--- src/inc/boot_flash_pkg.sv ---
`default_nettype none
package boot_flash_pkg;

    // ------------------------------------------------------------
    // Register map (byte addresses)
    // ------------------------------------------------------------
    localparam logic [7:0] ADDR_CTRL = 8'h00;
    localparam logic [7:0] ADDR_FUSE = 8'h04;
    localparam logic [7:0] ADDR_CMD = 8'h08;
    localparam logic [7:0] ADDR_STAT = 8'h0c;

    // ------------------------------------------------------------
    // Field positions
    // ------------------------------------------------------------
    localparam int CTRL_APP_LOCK_LSB = 0;
    localparam int CTRL_BOOT_LOCK_LSB = 2;
    localparam int FUSE_BOOT_SIZE_LSB = 0;
    localparam int CMD_ERASE_BIT = 16;
    localparam int CMD_FROM_BOOT_BIT = 17;
    localparam int CMD_BUSY_CLR_BIT = 18;
    localparam int STAT_BUSY_BIT = 0;
    localparam int STAT_STALL_BIT = 1;
    localparam int STAT_ACTIVE_BIT = 2;
    localparam int STAT_REJECT_BIT = 3;

    // ------------------------------------------------------------
    // Reset values
    // ------------------------------------------------------------
    localparam logic [1:0] LOCK_RESET = 2'h3;
    localparam logic [1:0] BOOT_SIZE_RESET = 2'h0;

    // ------------------------------------------------------------
    // Lock pair codes (1 = unprogrammed)
    // ------------------------------------------------------------
    localparam logic [1:0] LOCK_NONE = 2'h3;
    localparam logic [1:0] LOCK_WRITE = 2'h2;
    localparam logic [1:0] LOCK_ALL = 2'h0;
    localparam logic [1:0] LOCK_READ = 2'h1;

    // ------------------------------------------------------------
    // Timing
    // ------------------------------------------------------------
    localparam int CLK_MHZ = 100;
    localparam int PROG_TIME_US = 4;
    localparam int PROG_CYCLES = PROG_TIME_US * CLK_MHZ;

    typedef enum logic [1:0] {
        ST_IDLE,
        ST_PROG
    } prog_state_e;

endpackage : boot_flash_pkg
`default_nettype wire

--- src/rtl/boot_flash_ctrl.sv ---
// Summary of operation
// - A self-write issued from the application section never starts programming.
// - A self-write from the boot section may erase or write any page, boot pages included.
// - The application/boot boundary is set by the boot size fuses.
// - Application protection follows the application lock bits alone.
// - Boot section protection follows the boot section lock bits.
// - Both lock pairs are set independently, so any mix of protection is possible.
// - Stall versus concurrent fetch is chosen by the target page address, not the boot boundary.
// - Programming a concurrent-read page keeps fetches from the halting section served.
// - Programming a halting-section page stalls the CPU for the whole operation.
// - The boot section always lies inside the halting section.
// - The busy flag reads one while the concurrent-read section is blocked.
// - The busy flag stays set after programming until software clears it.
// - Application lock codes: 11 free, 10 no self-write, 00 no self-write or boot reads, 01 no boot reads.
//
// Design decisions made here: the APB slave port and the register addresses.
`timescale 1ns/10ps
`default_nettype none

module boot_flash_ctrl #(
    parameter int ADDR_W = 16,
    parameter int PAGE_LSB = 8,
    parameter int HALT_BASE = 16'he000,
    parameter int PROG_CYCLES = boot_flash_pkg::PROG_CYCLES
) (
    input wire logic core_clk,
    input wire logic rst_n,
    input wire logic psel,
    input wire logic penable,
    input wire logic pwrite,
    input wire logic [7:0] paddr,
    input wire logic [31:0] pwdata,
    output logic [31:0] prdata,
    output logic pready,
    output logic pslverr,
    input wire logic [ADDR_W-1:0] fetch_addr,
    input wire logic fetch_from_app,
    output logic cpu_stall,
    output logic boot_read_block,
    output logic app_read_block,
    output logic flash_op_start,
    output logic flash_op_erase,
    output logic [ADDR_W-1:0] flash_op_addr
);

    // ------------------------------------------------------------
    // Registers
    // ------------------------------------------------------------
    logic [1:0] app_lock_q;
    logic [1:0] boot_lock_q;
    logic [1:0] boot_size_q;
    logic busy_q;
    logic reject_q;
    logic [15:0] cnt_q;
    boot_flash_pkg::prog_state_e state_q;

    logic setup_ph;
    logic wr_acc;
    logic addr_ok;
    logic cmd_clr;
    logic [ADDR_W-1:0] boot_base;
    logic [ADDR_W-1:0] cmd_addr;
    logic cmd_go;
    logic cmd_from_boot;
    logic cmd_erase;
    logic tgt_boot;
    logic tgt_rww;
    logic allowed;
    logic start;
    logic done;

    // ------------------------------------------------------------
    // Section decode
    // ------------------------------------------------------------
    always_comb begin
        unique case (boot_size_q)
            2'h0: boot_base = ADDR_W'(HALT_BASE);
            2'h1: boot_base = ADDR_W'(HALT_BASE + (1 << (ADDR_W - 4)));
            2'h2: boot_base = ADDR_W'(HALT_BASE + (3 << (ADDR_W - 5)));
            default: boot_base = ADDR_W'(HALT_BASE + (7 << (ADDR_W - 6)));
        endcase
    end

    assign setup_ph = psel && !penable;
    assign addr_ok = (paddr == boot_flash_pkg::ADDR_CTRL) || (paddr == boot_flash_pkg::ADDR_FUSE) ||
        (paddr == boot_flash_pkg::ADDR_CMD) || (paddr == boot_flash_pkg::ADDR_STAT);
    assign wr_acc = psel && penable && pready && pwrite && addr_ok;
    assign cmd_go = wr_acc && (paddr == boot_flash_pkg::ADDR_CMD);
    assign cmd_clr = pwdata[boot_flash_pkg::CMD_BUSY_CLR_BIT];
    assign cmd_addr = pwdata[ADDR_W-1:0];
    assign cmd_erase = pwdata[boot_flash_pkg::CMD_ERASE_BIT];
    assign cmd_from_boot = pwdata[boot_flash_pkg::CMD_FROM_BOOT_BIT];
    assign tgt_boot = cmd_addr >= boot_base;
    assign tgt_rww = cmd_addr < ADDR_W'(HALT_BASE);

    always_comb begin
        allowed = cmd_from_boot;
        if (tgt_boot) begin
            allowed = allowed && boot_lock_q[1:0] != boot_flash_pkg::LOCK_WRITE &&
                boot_lock_q != boot_flash_pkg::LOCK_ALL;
        end else begin
            allowed = allowed && app_lock_q != boot_flash_pkg::LOCK_WRITE &&
                app_lock_q != boot_flash_pkg::LOCK_ALL;
        end
    end

    // Clear-busy commands never start a page operation
    assign start = cmd_go && !cmd_clr && state_q == boot_flash_pkg::ST_IDLE && allowed;
    assign done = state_q == boot_flash_pkg::ST_PROG && cnt_q == 16'h0001;

    // ------------------------------------------------------------
    // Lock and fuse registers
    // ------------------------------------------------------------
    always_ff @(posedge core_clk) begin
        if (!rst_n) begin
            app_lock_q <= boot_flash_pkg::LOCK_RESET;
            boot_lock_q <= boot_flash_pkg::LOCK_RESET;
        end else if (wr_acc && paddr == boot_flash_pkg::ADDR_CTRL) begin
            app_lock_q <= pwdata[boot_flash_pkg::CTRL_APP_LOCK_LSB +: 2];
            boot_lock_q <= pwdata[boot_flash_pkg::CTRL_BOOT_LOCK_LSB +: 2];
        end
    end

    always_ff @(posedge core_clk) begin
        if (!rst_n) begin
            boot_size_q <= boot_flash_pkg::BOOT_SIZE_RESET;
        end else if (wr_acc && paddr == boot_flash_pkg::ADDR_FUSE) begin
            boot_size_q <= pwdata[boot_flash_pkg::FUSE_BOOT_SIZE_LSB +: 2];
        end
    end

    // ------------------------------------------------------------
    // Programming sequencer
    // ------------------------------------------------------------
    always_ff @(posedge core_clk) begin
        if (!rst_n) begin
            state_q <= boot_flash_pkg::ST_IDLE;
            cnt_q <= 16'h0000;
            cpu_stall <= 1'b0;
        end else begin
            unique case (state_q)
                boot_flash_pkg::ST_IDLE: begin
                    if (start) begin
                        state_q <= boot_flash_pkg::ST_PROG;
                        cnt_q <= 16'(PROG_CYCLES);
                        cpu_stall <= !tgt_rww;
                    end
                end
                boot_flash_pkg::ST_PROG: begin
                    cnt_q <= cnt_q - 16'h0001;
                    if (done) begin
                        state_q <= boot_flash_pkg::ST_IDLE;
                        cpu_stall <= 1'b0;
                    end
                end
            endcase
        end
    end

    always_ff @(posedge core_clk) begin
        if (!rst_n) begin
            flash_op_start <= 1'b0;
            flash_op_erase <= 1'b0;
            flash_op_addr <= '0;
        end else begin
            flash_op_start <= start;
            if (start) begin
                flash_op_erase <= cmd_erase;
                flash_op_addr <= {cmd_addr[ADDR_W-1:PAGE_LSB], PAGE_LSB'(0)};
            end
        end
    end

    // ------------------------------------------------------------
    // Busy flag: set wins over software clear
    // ------------------------------------------------------------
    always_ff @(posedge core_clk) begin
        if (!rst_n) begin
            busy_q <= 1'b0;
        end else if (start && tgt_rww) begin
            busy_q <= 1'b1;
        end else if (cmd_go && cmd_clr && cmd_from_boot &&
            state_q == boot_flash_pkg::ST_IDLE) begin
            busy_q <= 1'b0;
        end
    end

    always_ff @(posedge core_clk) begin
        if (!rst_n) begin
            reject_q <= 1'b0;
        end else if (cmd_go && !cmd_clr) begin
            reject_q <= !start;
        end
    end

    // ------------------------------------------------------------
    // Read blocking toward the CPU
    // ------------------------------------------------------------
    always_ff @(posedge core_clk) begin
        if (!rst_n) begin
            boot_read_block <= 1'b0;
            app_read_block <= 1'b0;
        end else begin
            boot_read_block <= fetch_from_app && fetch_addr >= boot_base &&
                !boot_lock_q[1];
            app_read_block <= !fetch_from_app && fetch_addr < boot_base &&
                !app_lock_q[1];
        end
    end

    // ------------------------------------------------------------
    // APB slave
    // ------------------------------------------------------------
    always_ff @(posedge core_clk) begin
        if (!rst_n) begin
            pready <= 1'b0;
            pslverr <= 1'b0;
            prdata <= 32'h0000_0000;
        end else begin
            pready <= setup_ph;
            pslverr <= setup_ph && !addr_ok;
            prdata <= 32'h0000_0000;
            if (setup_ph && !pwrite) begin
                unique case (paddr)
                    boot_flash_pkg::ADDR_CTRL: prdata <= {28'h0, boot_lock_q, app_lock_q};
                    boot_flash_pkg::ADDR_FUSE: prdata <= {30'h0, boot_size_q};
                    boot_flash_pkg::ADDR_STAT: prdata <= {28'h0, reject_q,
                        state_q == boot_flash_pkg::ST_PROG, cpu_stall, busy_q};
                    default: prdata <= 32'h0000_0000;
                endcase
            end
        end
    end

endmodule : boot_flash_ctrl

`default_nettype wire

--- config.mk ---
export PLATFORM = sky130hd
export DESIGN_NAME = boot_flash_ctrl
export DESIGN_NICKNAME = d
export VERILOG_FILES = /design/src/inc/boot_flash_pkg.sv /design/src/rtl/boot_flash_ctrl.sv
export SDC_FILE = /design/constraint.sdc
export NUM_CORES = 1
export LEC_CHECK = 0
export ABC_AREA = 1
export ABC_CLOCK_PERIOD_IN_PS = 3150
export BUFFER_PORTS_ARGS = -buffer_cell sky130_fd_sc_hd__buf_2
export CELL_PAD_IN_SITES_DETAIL_PLACEMENT = 1
export CELL_PAD_IN_SITES_GLOBAL_PLACEMENT = 1
export CORE_UTILIZATION = 25
export DETAILED_ROUTE_END_ITERATION = 7
export PLACE_DENSITY = 0.7
export SETUP_SLACK_MARGIN = 0.02
export SYNTH_ARGS = -nofsm -noshare
export SYNTH_HDL_FRONTEND = slang
export SYNTH_SLANG_ARGS = --single-unit
--- constraint.sdc ---
create_clock -name core_clk -period 3.15 [get_ports core_clk]
set_input_delay 0.4725 -clock core_clk [delete_from_list [all_inputs] [get_ports core_clk]]
set_output_delay 0.4725 -clock core_clk [all_outputs]
set_load 0.01 [all_outputs]
==> Word-level counts from Yosys, hierarchy flattened <==
Index checks and enable logic that the tools add are counted.
{ "totals": {"word_cells": 91, "input_bits": 62, "regBits": 73, "output_inout_bits": 55} }
{ "op_classes": {"magnitude_cmp": 4, "addsub": 1, "n_reduce_logical": 46, "eq_ne": 11, "mux": 13} }
{ "op_table": {"columns": ["operator", "count"], "rows": [
  ["13-bit one-hot mux with 3 select lines", 1],
  ["16-bit greater-or-equal comparator", 2],
  ["16-bit one-hot mux with 2 select lines", 1],
  ["1-bit logical AND", 26],
  ["16-bit by 1-bit == test with 1-bit output, second input constant", 1],
  ["8-bit by 4-bit == test with 1-bit output, second input constant", 2],
  ["16-bit < comparator", 1],
  ["16-bit < comparator, second input constant", 1],
  ["16-bit 2-to-1 mux", 1],
  ["16-bit by 1-bit subtractor with 16-bit output, second input constant", 1],
  ["4-bit one-hot mux with 3 select lines", 1],
  ["1-bit zero test", 9],
  ["8-bit by 3-bit == test with 1-bit output, second input constant", 1],
  ["8-bit zero test", 1],
  ["2-bit inequality test, second input constant", 4],
  ["2-bit nonzero test", 3],
  ["1-bit 2-to-1 mux", 5],
  ["2-bit by 1-bit == test with 1-bit output, second input constant", 2],
  ["2-bit zero test", 2],
  ["2-bit 2-to-1 mux", 2],
  ["2-bit one-hot mux with 2 select lines", 1],
  ["2-bit AND reduction", 2],
  ["1-bit logical OR", 3],
  ["2-bit == test, second input constant", 1],
  ["1-bit one-hot mux with 2 select lines", 1]
]} }

==> Depth between registers and ports, before layout <==
{ "depth": {"depth_word": 11, "depth_mapped": 14, "depth_no_buf": 14} }

==> Worst setup path after synthesis <==
No wires, ideal clock.
{ "synth_timing": {"kind": "input-to-reg", "startpoint": "in pwdata[12]", "endpoint": "reg cnt_q[4]", "setup_slack_ps": 1452, "arrival_ps": 1583, "cell_stages": 9, "setup_ps": 115, "path_cell_list": "ha_1 -> nand2_1 -> nor2_1 -> a21oi_1 -> nand3_1 -> nand3_4 -> nand2_4 -> o21ai_0 -> inv_1"} }
{ "synth_via": {"elab_chain_len": 4} }
{ "synth_rtl": {"columns": ["element", "line_no", "text"], "rows": [
  ["start: declaration", "boot_flash_ctrl.sv:32", "input wire logic [31:0] pwdata,"],
  ["16-bit greater-or-equal comparator", "boot_flash_ctrl.sv:93", "assign tgt_boot = cmd_addr >= boot_base;"],
  ["1-bit 2-to-1 mux", "boot_flash_ctrl.sv:98", "if (tgt_boot) begin"],
  ["1-bit logical AND", "boot_flash_ctrl.sv:108", "assign start = cmd_go && !cmd_clr && state_q == boot_flash_pkg::ST_IDLE && allowed;"],
  ["2-bit inequality test (no source line)", null, null],
  ["end signal: assignment", "boot_flash_ctrl.sv:145", "cnt_q <= 16'(PROG_CYCLES);"],
  ["end signal: assignment", "boot_flash_ctrl.sv:150", "cnt_q <= cnt_q - 16'h0001;"],
  ["end: declaration", "boot_flash_ctrl.sv:54", "logic [15:0] cnt_q;"]
]} }
No other way between the ends.
A chain may end at the register's enable or synchronous reset.

==> Worst setup path after layout <==
{ "layout_timing": {"startpoint": "reg boot_size_q[0]", "endpoint": "reg cnt_q[4]"} }
{ "layout_via": {"elab_chain_len": 6, "word_cells_on_any_way": 8} }
{ "layout_rtl": {"columns": ["element", "line_no", "text"], "rows": [
  ["start: declaration", "boot_flash_ctrl.sv:51", "logic [1:0] boot_size_q;"],
  ["start signal: assignment", "boot_flash_ctrl.sv:126", "boot_size_q <= boot_flash_pkg::BOOT_SIZE_RESET;"],
  ["start signal: assignment", "boot_flash_ctrl.sv:128", "boot_size_q <= pwdata[boot_flash_pkg::FUSE_BOOT_SIZE_LSB +: 2];"],
  ["2-bit == test, or another cell as far along", "boot_flash_ctrl.sv:76", "unique case (boot_size_q)"],
  ["13-bit one-hot mux with 3 select lines (*)", "boot_flash_ctrl.sv:76", null],
  ["16-bit greater-or-equal comparator (*)", "boot_flash_ctrl.sv:93", null],
  ["1-bit 2-to-1 mux (*)", "boot_flash_ctrl.sv:98", null],
  ["1-bit logical AND (*)", "boot_flash_ctrl.sv:108", null],
  ["2-bit inequality test (no source line) (*)", null, null]
]} }
Every way passes the cells marked *; elsewhere a longest branch is shown, timed or not.

==> results by group <==
Route
  • Final ANT Viol Nets: 0
  • Avg Vias per Cell: 4.35
  • Routed len/inst: 12.0 µm
  • Via count: about 2,500
  • Initial DRC count: 96
  • Drt pass-1 iters: 4
  • Drt drc: 0
  • Final WL: around 7000 µm

Yosys
  • Post-synth EDFFs: 0
  • Syn avg cell area: between 6 and 7 µm²
  • Sequential area share after synthesis: 0.340
  • Yosys warnings: 0
  • Ys flop type: dfxtp_1
  • Area share of the largest cell type after synthesis: 0.340
  • Synth area leaders: dfxtp_1 34%, nand2_1 12%, buf_4 11%, inv_1 7.4%, nand3_1 6.0%
  • Count leader, synth: nand2_1
  • Post-Syn Instances: about 370
  • Synthesized area: around 2600 µm²
  • Distinct cells, synth: 36
  • Synth top cells by count: 81 x nand2_1, 51 x inv_1, 44 x dfxtp_1, 37 x buf_4, 32 x nor2_1
  • Synth Register Bits: 44
  • Area leader, netlist: dfxtp_1
  • Asr flop ratio synth: 0

Setup path
  • Crit. End Element: register
  • Buf/Inv on CP: 1
  • Worst Path Arrival: 2270 ps
  • Slowest stage delay, CP: roughly 340 ps
  • Worst EP required: between 3000 and 4000 ps
  • Startpoint types: register
  • Critical path type: register to register
  • CP max-delay cell: dfxtp_1
  • Top fanout value on the critical path: 17
  • Critical path's top delay family: simple AND/OR/NAND/NOR gates
  • Most common cell on crit path: nor2_1
  • CP Cell Sequence: nor2_1 > ha_1 > nand2_1 > nor2_1 > a21oi_1 > nand3_1 > nand3_4 > nand2_4 > o21ai_0 > inv_1

GRT
  • Vias in the first global route: around 2,400
  • Antenna violations before repair: 0
  • GRT overflow: 0
  • First-pass GRT wire length: ~11,000 µm
  • Largest net degree at the start of global routing: 34
  • GR Util All Layers: 0.129

CTS
  • CTS Buffer Depth: 2
  • CTS resizes: 0
  • CTS tree: yes
  • CTS Sinks: 44
  • Clock Tree Root: clkbuf_8
  • Setup Buffers After CTS: 0
  • CTS Hold Buffers Added: 0
  • Htree depth: 2
  • Worst-path clk slew: 90 ps
  • CTS buffer count: 5
  • Worst-skew pair later-pin latency: approximately 300 ps

Die
  • Core Region: just under 10,000 µm²
  • # IOs: ~120
  • Die Area: 10,800 µm²
  • DIE WIDTH: around 100 µm
  • Die Ht: between 100 and 150 µm
  • Rows: 36
  • Initial core utilization: 0.262

Cells and area
  • Area growth, synth to finish: 16.9%
  • Antenna Cells: 0
  • Layout cells sized above 1: 0.205
  • Final instance area: between 3000 and 4000 µm²
  • Nets: around 500

Placement
  • Final Wtd Congestion: 0.740
  • Placement Setup Slack: approximately 1000 ps
  • Port Buffers: between 60 and 70
  • Placed inst area: 2920 µm²
  • Post-DP HPWL: about 5400 µm

Timing
  • RSZ-0062 raised after global routing: false
  • Setup Viol. Count Final: 0
  • Slew Limit Fails: 0
  • Clk_skew: 5.58 ps
  • Final hold violations: 0
  • Setup_tns: 0 ps
  • Final min period: 2070 ps
  • F_max: around 480 MHz
  • Final worst slack: 1080 ps
  • Min Hold Slack: roughly 340 ps
  • Max_slew headroom: 0.548
  • Worst slew pin tran: just under 700 ps
  • Fin crit share: 0.656

Worst hold path
  • Min-Delay Path Class: input port to register

Power and ir drop
  • P_leak: about 1.6 nW
  • Pwr dens: approximately 360 nW/µm²
  • Maximum vdd drop: 203 µV

Status
  • Status: finished, final reports clean

Job
  • Max-Cap Viols: 0
[cell type report]
cell class	instances	area, µm²
tap	133	166
inverter	52	196
fill	1323	6880
sequential	44	881
timing repair buffer	68	343
clock inverter	3	42.5
clock buffer	5	68.8
multi-input combinational	268	1340
[placed cells by master, fill, tap and decap left out, types with 3 or more instances in the layout]
cell type | netlist | final
nor2_1 | 32 | 32
a21oi_1 | 21 | 21
clkbuf_8 | 0 | 5
nand4_1 | 5 | 5
dfxtp_1 | 44 | 44
o211ai_1 | 3 | 3
nor4_1 | 6 | 6
nand3_1 | 31 | 31
o21ai_0 | 19 | 19
buf_2 | 1 | 67
conb_1 | 1 | 36
ha_1 | 8 | 8
nand2_1 | 81 | 81
inv_1 | 51 | 51
[routing by layer]
layer	routed length, µm	GRT usage
met1	3160	0.155
met2	3380	0.229
met3	255	0.0282
met4	63	0.0367
met5	0	0
[registers in the layout, summed over array words and instances (netlist names), 2 cells and up]
register,flops
cnt_q,16
flash_op_addr,8
prdata,4
app_lock_q,2
boot_lock_q,2
boot_size_q,2
[power by group]
| group | leakage (nW) | switching [mW] | internal (mW) |
|---|---|---|---|
| Combinational | 1.17 | 0.0595 | 0.0321 |
| Sequential | 0.355 | 0.000296 | 0.557 |
| Clock | 0.0541 | 0.208 | 0.235 |
| Total | 1.58 | 0.268 | 0.824 |
[cells by family after synthesis]
group	count (synthesis)	synth area share
AO/OA/AOI/OAI	52	0.110
flip-flops	44	0.340
XOR/XNOR	1	0.00338
buffers and inverters	96	0.196
other	1	0.00145
AND/OR/NAND/NOR	171	0.311
adder cells (fa/ha/maj)	8	0.0386
[metrics by stage]
step	power, mW	util	std cells
2_1_floorplan	0.652	-	408
3_3_place_gp	0.660	0.295	565
3_5_place_dp	0.662	0.295	565
4_1_cts	1.11	0.306	573
5_1_grt	1.14	0.306	573
6_report	1.09	0.306	573
[worst paths after layout]
path	startpoint	end	slack (ps)	cells past startpoint
hold / removal	fetch_from_app	app_read_block	340	2
setup / recovery	boot_size_q[0]	cnt_q[4]	1080	10
setup reg to reg	boot_size_q[0]	cnt_q[4]	1080	10
hold reg to reg	reject_q	reject_q	460	2
No activity file was read; power rests on OpenSTA's default activity.
